File: src/cli_regs.svh
// offsets, field positions, reset values and timing counts of the engine
`ifndef CLI_REGS_SVH
`define CLI_REGS_SVH

// register byte addresses
`define CLI_ADR_INSTR     8'h00
`define CLI_ADR_DATA      8'h04
`define CLI_ADR_STATE     8'h08

// status word fields
`define CLI_BUSY_BIT      7

// state word fields
`define CLI_ST_DISP_ON    0
`define CLI_ST_CURSOR     1
`define CLI_ST_BLINK      2
`define CLI_ST_ENTRY_INC  3
`define CLI_ST_SHIFT_WR   4
`define CLI_ST_PAGE_EXT   5
`define CLI_ST_TWO_LINE   6
`define CLI_ST_GLYPH_SEL  7
`define CLI_ST_PAN_LSB    8
`define CLI_ST_OSC_SAFE   14

// memory contents and pointer geometry
`define CLI_BLANK         8'h20
`define CLI_LINE1_LAST    7'h27
`define CLI_LINE2_BASE    7'h40
`define CLI_LINE2_LAST    7'h67
`define CLI_PAN_LAST      6'd39

// timing
`define CLI_CLK_PERIOD_NS 20
`define CLI_OSC_PERIOD_NS 4000
`define CLI_OSC_DIV       \
    ((`CLI_OSC_PERIOD_NS + `CLI_CLK_PERIOD_NS - 1) / `CLI_CLK_PERIOD_NS)
`define CLI_SHORT_OSC     3
`define CLI_CLEAR_OSC     165
`define CLI_GROUND_OSC    3
`define CLI_BLINK_OSC     52224
`define CLI_SHORT_CLKS    (`CLI_SHORT_OSC * `CLI_OSC_DIV)
`define CLI_GROUND_CLKS   (`CLI_GROUND_OSC * `CLI_OSC_DIV)

`endif

File: src/cli_pkg.sv
// types shared by the character display instruction engine
package cli_pkg;

    typedef enum logic [3:0] {
        CMD_NOP,
        CMD_CLEAR,
        CMD_HOME,
        CMD_ENTRY,
        CMD_DISPCTL,
        CMD_SHIFT,
        CMD_FUNCSET,
        CMD_GLYPHPTR,
        CMD_TEXTPTR,
        CMD_IGNORE
    } cli_cmd_t;

endpackage

File: src/cli_engine.sv
// character display instruction engine with a wishbone register port
//
// Functional notes
// - busy blocks acceptance of further instructions
// - status read gives busy and pointer
// - one pointer for both memories, auto-steps
// - data read returns byte of selected memory
// - read drives data register, then steps, reloads
// - only set-address and reads load data register
// - write stores byte, pointer follows entry direction
// - glyph memory keeps only five low bits
// - clear fills text memory with blank code
// - clear zeroes pointer, pan, forces increment
// - clear takes 165 oscillator cycles
// - home zeroes pointer and pan, selects text memory
// - entry-mode bit one selects increment
// - cursor and blink hidden during glyph access
// - shift-on-write pans display on text writes
// - display control bits; off grounds outputs
// - three oscillator cycles before oscillator may stop
// - blink toggles at oscillator over 26112
// - shift instruction moves cursor or pans display
// - two-line cursor shift wraps after position 39
// - pan keeps pointer, cursor move steps it
// - standard instructions other than function set decoded only on page zero
// - pointer seven bits, all read back
`timescale 1ns/1ps
`include "cli_regs.svh"

module cli_engine #(
    parameter int CLEAR_CLKS      = `CLI_CLEAR_OSC * `CLI_OSC_DIV,
    parameter int BLINK_HALF_CLKS = (`CLI_BLINK_OSC / 2) * `CLI_OSC_DIV
) (
    // clock and reset
    input  wire logic        mclk,
    input  wire logic        rst_b,
    // wishbone slave
    input  wire logic        wbCyc,
    input  wire logic        wbStb,
    input  wire logic        wbWe,
    input  wire logic [7:0]  wbAdr,
    input  wire logic [3:0]  wbSel,
    input  wire logic [31:0] wbDatI,
    output logic      [31:0] wbDatO,
    output logic             wbAck,
    // display side
    output logic             lcdDriveEnable,
    output logic             oscStopSafe,
    output logic             cursorUnderline,
    output logic             blinkAllDots,
    output logic      [6:0]  cursorAddr,
    output logic      [5:0]  panOffset
);

    if (CLEAR_CLKS < `CLI_SHORT_CLKS || CLEAR_CLKS >= 2 ** 24) begin : g_bad1
        $error("clear count out of range");
    end
    if (BLINK_HALF_CLKS < 1 || BLINK_HALF_CLKS >= 2 ** 24) begin : g_bad2
        $error("blink count out of range");
    end

    ////////////////////////////////////////////////////////////////////////
    // state
    logic [7:0]        textMem [128];
    logic [4:0]        glyphMem [64];
    logic [6:0]        ptr;
    logic [6:0]        next_ptr;
    logic              glyphSel;
    logic              next_glyphSel;
    logic [7:0]        dataReg;
    logic [23:0]       busyCnt;
    logic              busy;
    logic              entryInc;
    logic              shiftOnWrite;
    logic              displayOn;
    logic              cursorShow;
    logic              blinkOn;
    logic              pageExt;
    logic              twoLine;
    logic [9:0]        groundCnt;
    logic [23:0]       blinkCnt;
    logic              blinkPhase;
    logic              accept;
    logic              isInstr;
    logic              isData;
    logic              instrGo;
    logic              dataWrGo;
    logic              dataRdGo;
    cli_pkg::cli_cmd_t cmd;
    logic [31:0]       readback;

    function automatic cli_pkg::cli_cmd_t decodeCmd(input logic [7:0] c,
                                                    input logic       ext);
        cli_pkg::cli_cmd_t r;
        r = cli_pkg::CMD_NOP;
        if (c[7:5] == 3'b001) begin
            r = cli_pkg::CMD_FUNCSET;
        end else if (c == 8'h00) begin
            r = cli_pkg::CMD_NOP;
        end else if (ext) begin
            r = cli_pkg::CMD_IGNORE;
        end else if (c[7]) begin
            r = cli_pkg::CMD_TEXTPTR;
        end else if (c[6]) begin
            r = cli_pkg::CMD_GLYPHPTR;
        end else if (c[4] && c[1:0] == 2'b00) begin
            r = cli_pkg::CMD_SHIFT;
        end else if (c[4]) begin
            r = cli_pkg::CMD_IGNORE;
        end else if (c[3]) begin
            r = cli_pkg::CMD_DISPCTL;
        end else if (c[2]) begin
            r = cli_pkg::CMD_ENTRY;
        end else if (c[1]) begin
            r = cli_pkg::CMD_HOME;
        end else begin
            r = cli_pkg::CMD_CLEAR;
        end
        return r;
    endfunction

    function automatic logic [7:0] memRead(input logic       g,
                                           input logic [6:0] p);
        logic [7:0] r;
        r = g ? {3'h0, glyphMem[p[5:0]]} : textMem[p];
        return r;
    endfunction

    function automatic logic [6:0] stepCursor(input logic [6:0] p,
                                              input logic       right,
                                              input logic       wrap);
        logic [6:0] r;
        r = right ? p + 7'h01 : p - 7'h01;
        if (wrap && right) begin
            if (p == `CLI_LINE1_LAST) r = `CLI_LINE2_BASE;
            if (p == `CLI_LINE2_LAST) r = 7'h00;
        end else if (wrap) begin
            if (p == `CLI_LINE2_BASE) r = `CLI_LINE1_LAST;
            if (p == 7'h00) r = `CLI_LINE2_LAST;
        end
        return r;
    endfunction

    ////////////////////////////////////////////////////////////////////////
    // bus decode; busy refuses instructions and data accesses
    assign accept   = wbCyc & wbStb & wbAck;
    assign isInstr  = wbAdr == `CLI_ADR_INSTR;
    assign isData   = wbAdr == `CLI_ADR_DATA;
    assign busy     = busyCnt != 24'h000000;
    assign instrGo  = accept & wbWe & wbSel[0] & isInstr & ~busy;
    assign dataWrGo = accept & wbWe & wbSel[0] & isData & ~busy;
    assign dataRdGo = accept & ~wbWe & isData & ~busy;
    assign cmd      = decodeCmd(wbDatI[7:0], pageExt);

    always_comb begin
        readback = 32'h00000000;
        case (wbAdr)
            `CLI_ADR_INSTR: begin
                readback[`CLI_BUSY_BIT] = busy;
                readback[6:0]           = ptr;
            end
            `CLI_ADR_DATA: readback[7:0] = dataReg;
            `CLI_ADR_STATE: begin
                readback[`CLI_ST_DISP_ON]   = displayOn;
                readback[`CLI_ST_CURSOR]    = cursorShow;
                readback[`CLI_ST_BLINK]     = blinkOn;
                readback[`CLI_ST_ENTRY_INC] = entryInc;
                readback[`CLI_ST_SHIFT_WR]  = shiftOnWrite;
                readback[`CLI_ST_PAGE_EXT]  = pageExt;
                readback[`CLI_ST_TWO_LINE]  = twoLine;
                readback[`CLI_ST_GLYPH_SEL] = glyphSel;
                readback[`CLI_ST_PAN_LSB +: 6] = panOffset;
                readback[`CLI_ST_OSC_SAFE]  = oscStopSafe;
            end
            default: readback = 32'h00000000;
        endcase
    end

    always_ff @(posedge mclk or negedge rst_b) begin
        if (!rst_b) begin
            wbAck  <= 1'b0;
            wbDatO <= 32'h00000000;
        end else begin
            wbAck <= wbCyc & wbStb & ~wbAck;
            if (wbCyc && wbStb && !wbAck) begin
                wbDatO <= readback;
            end
        end
    end

    ////////////////////////////////////////////////////////////////////////
    // busy timer
    always_ff @(posedge mclk or negedge rst_b) begin
        if (!rst_b) begin
            busyCnt <= 24'h000000;
        end else if (instrGo && cmd == cli_pkg::CMD_CLEAR) begin
            busyCnt <= 24'(CLEAR_CLKS);
        end else if (instrGo || dataWrGo || dataRdGo) begin
            busyCnt <= 24'(`CLI_SHORT_CLKS);
        end else if (busy) begin
            busyCnt <= busyCnt - 24'h000001;
        end
    end

    ////////////////////////////////////////////////////////////////////////
    // pointer and memory select
    always_comb begin
        next_ptr      = ptr;
        next_glyphSel = glyphSel;
        if (instrGo) begin
            case (cmd)
                cli_pkg::CMD_CLEAR, cli_pkg::CMD_HOME: begin
                    next_ptr      = 7'h00;
                    next_glyphSel = 1'b0;
                end
                cli_pkg::CMD_SHIFT: begin
                    if (!wbDatI[3]) begin
                        next_ptr = stepCursor(ptr, wbDatI[2],
                                              twoLine & ~glyphSel);
                    end
                end
                cli_pkg::CMD_GLYPHPTR: begin
                    next_ptr      = {ptr[6], wbDatI[5:0]};
                    next_glyphSel = 1'b1;
                end
                cli_pkg::CMD_TEXTPTR: begin
                    next_ptr      = wbDatI[6:0];
                    next_glyphSel = 1'b0;
                end
                default: next_ptr = ptr;
            endcase
        end else if (dataWrGo || dataRdGo) begin
            next_ptr = entryInc ? ptr + 7'h01 : ptr - 7'h01;
        end
    end

    always_ff @(posedge mclk or negedge rst_b) begin
        if (!rst_b) begin
            ptr      <= 7'h00;
            glyphSel <= 1'b0;
        end else begin
            ptr      <= next_ptr;
            glyphSel <= next_glyphSel;
        end
    end

    // prefetch register: reloads from the address the pointer moves to
    always_ff @(posedge mclk or negedge rst_b) begin
        if (!rst_b) begin
            dataReg <= 8'h00;
        end else if (dataRdGo || (instrGo &&
                     (cmd == cli_pkg::CMD_GLYPHPTR ||
                      cmd == cli_pkg::CMD_TEXTPTR))) begin
            dataReg <= memRead(next_glyphSel, next_ptr);
        end
    end

    ////////////////////////////////////////////////////////////////////////
    // text and glyph memories
    always_ff @(posedge mclk or negedge rst_b) begin
        if (!rst_b) begin
            for (int i = 0; i < 128; i++) begin
                textMem[i] <= `CLI_BLANK;
            end
            for (int i = 0; i < 64; i++) begin
                glyphMem[i] <= 5'h00;
            end
        end else if (instrGo && cmd == cli_pkg::CMD_CLEAR) begin
            for (int i = 0; i < 128; i++) begin
                textMem[i] <= `CLI_BLANK;
            end
        end else if (dataWrGo && glyphSel) begin
            glyphMem[ptr[5:0]] <= wbDatI[4:0];
        end else if (dataWrGo) begin
            textMem[ptr] <= wbDatI[7:0];
        end
    end

    ////////////////////////////////////////////////////////////////////////
    // mode flags
    always_ff @(posedge mclk or negedge rst_b) begin
        if (!rst_b) begin
            entryInc     <= 1'b1;
            shiftOnWrite <= 1'b0;
            displayOn    <= 1'b0;
            cursorShow   <= 1'b0;
            blinkOn      <= 1'b0;
            pageExt      <= 1'b0;
            twoLine      <= 1'b0;
        end else if (instrGo) begin
            case (cmd)
                cli_pkg::CMD_CLEAR: entryInc <= 1'b1;
                cli_pkg::CMD_ENTRY: begin
                    entryInc     <= wbDatI[1];
                    shiftOnWrite <= wbDatI[0];
                end
                cli_pkg::CMD_DISPCTL: begin
                    displayOn  <= wbDatI[2];
                    cursorShow <= wbDatI[1];
                    blinkOn    <= wbDatI[0];
                end
                cli_pkg::CMD_FUNCSET: begin
                    twoLine <= wbDatI[2];
                    pageExt <= wbDatI[0];
                end
                default: pageExt <= pageExt;
            endcase
        end
    end

    // display pan position, wraps within one line
    always_ff @(posedge mclk or negedge rst_b) begin
        if (!rst_b) begin
            panOffset <= 6'h00;
        end else if (instrGo && (cmd == cli_pkg::CMD_CLEAR ||
                                 cmd == cli_pkg::CMD_HOME)) begin
            panOffset <= 6'h00;
        end else if ((instrGo && cmd == cli_pkg::CMD_SHIFT && wbDatI[3] &&
                      !wbDatI[2]) ||
                     (dataWrGo && !glyphSel && shiftOnWrite && entryInc)) begin
            panOffset <= panOffset == `CLI_PAN_LAST ?
                         6'h00 : panOffset + 6'h01;
        end else if ((instrGo && cmd == cli_pkg::CMD_SHIFT && wbDatI[3] &&
                      wbDatI[2]) ||
                     (dataWrGo && !glyphSel && shiftOnWrite && !entryInc)) begin
            panOffset <= panOffset == 6'h00 ?
                         `CLI_PAN_LAST : panOffset - 6'h01;
        end
    end

    ////////////////////////////////////////////////////////////////////////
    // power-down grounding delay
    always_ff @(posedge mclk or negedge rst_b) begin
        if (!rst_b) begin
            groundCnt   <= 10'h000;
            oscStopSafe <= 1'b0;
        end else if (displayOn) begin
            groundCnt   <= 10'h000;
            oscStopSafe <= 1'b0;
        end else if (groundCnt == 10'(`CLI_GROUND_CLKS)) begin
            oscStopSafe <= 1'b1;
        end else begin
            groundCnt <= groundCnt + 10'h001;
        end
    end

    // blink phase generator
    always_ff @(posedge mclk or negedge rst_b) begin
        if (!rst_b) begin
            blinkCnt   <= 24'h000000;
            blinkPhase <= 1'b0;
        end else if (blinkCnt == 24'(BLINK_HALF_CLKS - 1)) begin
            blinkCnt   <= 24'h000000;
            blinkPhase <= ~blinkPhase;
        end else begin
            blinkCnt <= blinkCnt + 24'h000001;
        end
    end

    // display side outputs
    always_ff @(posedge mclk or negedge rst_b) begin
        if (!rst_b) begin
            lcdDriveEnable  <= 1'b0;
            cursorUnderline <= 1'b0;
            blinkAllDots    <= 1'b0;
            cursorAddr      <= 7'h00;
        end else begin
            lcdDriveEnable  <= displayOn;
            cursorUnderline <= displayOn & cursorShow & ~glyphSel;
            blinkAllDots    <= displayOn & blinkOn & blinkPhase &
                               ~glyphSel;
            cursorAddr      <= ptr;
        end
    end
endmodule

File: config.mk
export PLATFORM = sky130hd
export DESIGN_NAME = cli_engine
export DESIGN_NICKNAME = d
export VERILOG_FILES = /design/src/cli_pkg.sv /design/src/cli_engine.sv
export VERILOG_INCLUDE_DIRS = /design/src
export SDC_FILE = /design/constraint.sdc
export NUM_CORES = 2
export LEC_CHECK = 0
export BUFFER_PORTS_ARGS = -buffer_cell sky130_fd_sc_hd__buf_2
export CORE_MARGIN = 4
export CORE_UTILIZATION = 60
export DETAILED_ROUTE_END_ITERATION = 10
export GPL_TIMING_DRIVEN = 1
export PLACE_DENSITY_LB_ADDON = 0.25
export SLEW_MARGIN = 20
export SYNTH_ARGS = -nofsm -noshare
export SYNTH_HDL_FRONTEND = slang
export SYNTH_SLANG_ARGS = --single-unit
File: constraint.sdc
create_clock -name mclk -period 11.5 [get_ports mclk]
set_input_delay 2.3 -clock mclk [delete_from_list [all_inputs] [get_ports mclk]]
set_output_delay 2.3 -clock mclk [all_outputs]
set_load 0.02 [all_outputs]
# Word-level counts from Yosys, hierarchy flattened
# Cells that the tools add are included.
[word_totals] regBits=1459 latch_bits=0 ramBits=0 romBits=0 out_inout_bits=50 word_cells=379 n_memories=0
[classes] n_addsub=7 multipliers=0 div=0 magnitude_cmp=6 eq_ne=19 shifts=0 muxes=56 n_bitwise=28 reduce_logical=49
[op_table] cell="$mux W1024" n=3
[op_table] cell="$bwmux W1024" n=1
[op_table] cell="$bwmux W320" n=1
[op_table] cell="$mux W24" n=4
[op_table] cell="$mux W7" n=12
[op_table] cell="$bmux W8 S7" n=1
[op_table] cell="$demux W8 S7" n=1
[op_table] cell="$mux W8" n=4
[op_table] cell="$bmux W5 S6" n=1
[op_table] cell="$demux W5 S6" n=1
[op_table] cell="$mux W6" n=5
[op_table] cell="$mux W4" n=7
[op_table] cell="$pmux W7 S4" n=1
[op_table] cell="$add A24 B1 Y24 const B" n=1
[op_table] cell="$eq A24 B23 Y1 const B" n=1
[op_table] cell="$pmux W8 S3" n=1
[op_table] cell="$reduce_bool A24 Y1" n=1
[op_table] cell="$sub A24 B1 Y24 const B" n=1
[op_table] cell="$mux W10" n=2
[op_table] cell="$and A1 B1 Y1" n=18
[op_table] cell="$logic_and A1 B1 Y1" n=18
[op_table] cell="$eq A4 B3 Y1 const B" n=4
[op_table] cell="$ge A8 B8 Y1 const B" n=2
[op_table] cell="$logic_not A8 Y1" n=2
[op_table] cell="other kinds (37)" n=72

# Logic depth before layout (Yosys ltp)
[logic_depth] depth_word=19 mapped_depth=21 ltp_nobuf=15

# Worst setup path before layout
# Ideal clock, no wire load.
[synth_timing] path_kind="input to register" from="input wbAdr[5]" to="register dataReg[2]" setup_ps=126 arrival_ps=5756 t_required_ps=11374 setup_slack_ps=5618 cell_stages=15 n_path_buf=4 path_cell_list="or4_4 or3_1 buf_2 or2_1 o31a_1 nor2_1 a2bb2oi_2 buf_4 buf_2 buf_2 nand3_1 a311oi_1 nor3_1 a221o_1 a221o_1"
[synth_via] elab_chain_len=11
[synth_rtl] item="from (decl)" line_no="cli_engine.sv:41" rtl="input wire logic [7:0] wbAdr,"
[synth_rtl] item="$eq A8 B3 Y1"
[synth_rtl] item="$and A1 B1 Y1, on equally long branches (2 in series)" line_no="cli_engine.sv:151, cli_engine.sv:152"
[synth_rtl] item="$logic_or A1 B1 Y1" line_no="cli_engine.sv:232" rtl="end else if (dataWrGo || dataRdGo) begin"
[synth_rtl] item="$mux W7" line_no="cli_engine.sv:232"
[synth_rtl] item="$mux W7" line_no="cli_engine.sv:210" rtl="if (instrGo) begin"
[synth_rtl] item="$not A7 Y8 (implied by the code) / $not A6 Y7 (equally long branches)" line_no="cli_engine.sv:125" rtl="r = g ? {3'h0, glyphMem[p[5:0]]} : textMem[p];"
[synth_rtl] item="$bmux W8 S7 / $bmux W5 S6 (equally long branches)" line_no="cli_engine.sv:125"
[synth_rtl] item="$mux W8 (implied by the code) / $mux W5 (equally long branches) (2 in series)" line_no="cli_engine.sv:125"
[synth_rtl] item="$mux W8" line_no="cli_engine.sv:125"
[synth_rtl] item="to (signal assigned)" line_no="cli_engine.sv:254" rtl="dataReg <= memRead(next_glyphSel, next_ptr);"
[synth_rtl] item="to (decl)" line_no="cli_engine.sv:70" rtl="logic [7:0] dataReg;"
# Parallel ways exist; a longest one is shown, timed or not. The select of a mux whose other input is x is not followed.
# A chain may end at the register's enable or synchronous reset.

# Worst setup path after layout
[layout_timing] from="input wbDatI[3]" to="register dataReg[0]"
[layout_via] elab_chain_len=17
[layout_rtl] item="from (decl)" line_no="cli_engine.sv:43" rtl="input wire logic [31:0] wbDatI,"
[layout_rtl] item="$mux W3" line_no="cli_engine.sv:110" rtl="end else if (c[3]) begin"
[layout_rtl] item="$mux W4" line_no="cli_engine.sv:108" rtl="end else if (c[4]) begin"
[layout_rtl] item="$mux W4" line_no="cli_engine.sv:106" rtl="end else if (c[4] && c[1:0] == 2'b00) begin"
[layout_rtl] item="$mux W4" line_no="cli_engine.sv:104" rtl="end else if (c[6]) begin"
[layout_rtl] item="$mux W4" line_no="cli_engine.sv:102" rtl="end else if (c[7]) begin"
[layout_rtl] item="$mux W4" line_no="cli_engine.sv:100" rtl="end else if (ext) begin"
[layout_rtl] item="$mux W4" line_no="cli_engine.sv:98" rtl="end else if (c == 8'h00) begin"
[layout_rtl] item="$mux W4" line_no="cli_engine.sv:96" rtl="if (c[7:5] == 3'b001) begin"
[layout_rtl] item="$eq A4 B1 Y1 / $eq A4 B2 Y1 (equally long branches)" line_no="cli_engine.sv:211" rtl="case (cmd)"
[layout_rtl] item="$reduce_or A2 Y1"
[layout_rtl] item="$pmux W7 S4" line_no="cli_engine.sv:211"
[layout_rtl] item="$mux W7" line_no="cli_engine.sv:210"
[layout_rtl] item="$not A7 Y8 (implied by the code) / $not A6 Y7 (equally long branches)" line_no="cli_engine.sv:125"
[layout_rtl] item="$bmux W8 S7 / $bmux W5 S6 (equally long branches)" line_no="cli_engine.sv:125"
[layout_rtl] item="$mux W8 (implied by the code) / $mux W5 (equally long branches) (2 in series)" line_no="cli_engine.sv:125"
[layout_rtl] item="$mux W8" line_no="cli_engine.sv:125"
# Parallel ways exist; a longest one is shown, timed or not. The select of a mux whose other input is x is not followed.

==> out/metrics.cfg <==
[outcome]
status=completed

[sta]
timing.hold.ws_ns=0.464
max-slew-margin-rel=0.0742
min_period_ns=8.43
tightest_slew_ns=1.39
maxSlewViolCount=0
tns_ns=0
fin_ws_ns=3.07
clock_skew_ns=0.0303
setup_violations=0
rsz0062_at_grt=no
max_clock_freq_mhz=119
period_share=0.733
hold_viol_final=0

[cells_and_area]
fin_area_sq_um=78500
nFillCells=9746
layout-drive-gt1-share=0.116
syn2layout_area_growth_pct=8.43
nNetsFinal=7921

[placement]
place_area_sq_um=73100
dpl_worst_slack_ns=2.56
port_buffers=54
hpwl_um=137000
gp_congestion=0.956

[logic_synthesis]
ys_top_cells_by_area=dfrtp_1, nand2_1, o21ai_0, mux2i_1, dfstp_2
async_reset_ff_frac=1.00
synthFlopType=dfrtp_1
synth_seq_cells=1459
syn_avg_cell_area_sq_um=8.77
synth_top_cell_area_share=0.460
synth_area_leader_cell=dfrtp_1
synth_edf_count=0
synth_cell_types=92
yosys_warnings=0
synthCells=8255
synth.yosys.seq_area_share=0.507
yosysMostFrequentCell=nand2_1
synth_common_cells=nand2_1, dfrtp_1, o21ai_0
syn_area_sq_um=72400

[global_routing]
grt_max_degree=238
overflow=0
track_usage=0.363
grt_pass1_vias=58700
grt_first_pass_wirelength_um=355000
antenna_found_initial=13

[clock_network]
numCtsBuffers=154
clk_pin_slew_ns=0.06
cts_buffer_depth=3
htreeDepth=4
clock-sinks=1459
ctsResizeCount=0
cts_tree=done
clock_latency_ns=0.81
hold_buffers=0
cts_root_buf=clkbuf_16
post_cts_buffers=0

[pwr]
p_leak_nw=33.9
power_mw=10.5
max-vdd-ir-drop_v=0.000162
powerDensity_nw_per_um2=134

[floorplan]
core_sq_um=120000
rows=127
die_height_um=355
initial_core_util=0.604
chipWidth_um=355
die_area_sq_um=126000
ioPinCount=99

[route]
wl_per_cell_um=24.1
drtIter0Drc=8231
ant_nets=0
via_per_inst=6.43
wl_um=232000
dr.pass1.iters=7
drc=0
vias=61800

[hold_path]
hold_path.class=reg2reg
hp-start=blinkCnt[8]$_DFF_PN0_

[flow_run]
drv_cap=0

[worst_setup_path]
endpoint_kind=flip-flop
arrival_ns=9.16
rr_startpoint=ptr[0]$_DFF_PN0_
cp.required_ns=12.22
critPathKind=in2reg
cp-start-kind=input port
crit_start=wbDatI[3]
cp_max_fo=135

[placed cells by master, fill, tap and decap left out, types with 45 or more instances in the layout]
master     Yosys  final
clkbuf_16      0    155
a21oi_1       82     82
a311oi_1     112    112
and3_1       146    146
nand3_1      304    304
mux2i_1      347    347
o21ai_0      917    917
nor2_2         1     52
dfrtp_1     1330   1330
buf_2        152     45
a211oi_1     146    146
dfstp_2      129    129
nand2_1     2682   2679
a31oi_1      102    102
buf_4         36    102
nor2_1       353    299
mux2_2       267    267
[per-stage QoR]
| stage | utilization | std cells |
|---|---|---|
| 3_5_place_dp | 0.610 | 9316 |
| 4_1_cts | 0.653 | 9603 |
| 2_1_floorplan | - | 8271 |
| 6_report | 0.655 | 9617 |
| 5_1_grt | 0.655 | 9606 |
| 3_3_place_gp | 0.610 | 9316 |
[layout make-up]
class	instances	area [sq um]	share of cell area
diodes	11	27.5	0.000351
flip-flops and latches	1459	36700	0.467
inverters	30	129	0.00164
repair buffers	178	1580	0.0201
well taps	1612	2020	0.0257
clock buffers	236	4570	0.0583
multi-input cells	6040	32900	0.419
clock inverters	51	611	0.00778
[registers in the layout (all words and copies together) (netlist names), 6 cells and up]
signal and flops:
blinkCnt 24, busyCnt 24, cursorAddr 7, dataReg 8, glyphMem 320, groundCnt 10
panOffset 6, ptr 7, textMem 1024, wbDatO 15
[path summary, 6_finish.rpt]
path | slack [ns] | endpoint | depth (start not counted)
min in group asynchronous | 1.45 | textMem[574]$_DFFE_PN0P_ | 1
min | 0.46 | blinkCnt[8]$_DFF_PN0_ | 1
max reg2reg | 4.56 | dataReg[0]$_DFFE_PN0P_ | 17
min reg2reg | 0.46 | blinkCnt[8]$_DFF_PN0_ | 1
max in group asynchronous | 7.77 | glyphMem[297]$_DFFE_PN0P_ | 4
max | 3.07 | dataReg[0]$_DFFE_PN0P_ | 16
[metal layers]
| layer | vias up | share of wire | global-route usage |
|---|---|---|---|
| met5 | - | 0.00020 | 0 |
| met2 | 3524 | 0.44 | 0.541 |
| met1 | 30200 | 0.38 | 0.479 |
| met4 | 8 | 0.057 | 0.195 |
| li1 | 27400 | - | - |
| met3 | 709 | 0.12 | 0.111 |
[power breakdown]
part	internal, mW	switching (mW)
logic	0.0303	0.224
clock network	2.96	2.17
registers	5.14	0.000156
[worst max-delay path: stages]
cell and delay [ns]:
buf_4 0.38, clkinv_2 0.63, a2111oi_1 1.01, o31ai_1 0.17
o211ai_1 0.33, a31oi_1 0.40, nor2_4 0.40, buf_12 0.53
buf_12 0.55, nand2_1 0.14, a32o_1 0.34, a2111oi_0 0.40
nor3_1 0.13, a2111oi_0 0.80, buf_4 0.27, a311o_1 0.11
[kinds of logic (layout without fill, tap and decap cells)]
kind of cell / count (synthesis) / after routing / share of synthesized area
multiplexers: 615 / 615 / 0.0897
flip-flops: 1459 / 1459 / 0.507
buffers and inverters: 772 / 495 / 0.0448
XOR/XNOR: 50 / 50 / 0.00605
AO/OA/AOI/OAI: 1682 / 1682 / 0.144
AND/OR/NAND/NOR: 3667 / 3667 / 0.207
adder cells (fa/ha/maj): 9 / 9 / 0.00156
other: 1 / 28 / 0.0000518
No activity file was read; power rests on OpenSTA's default activity.
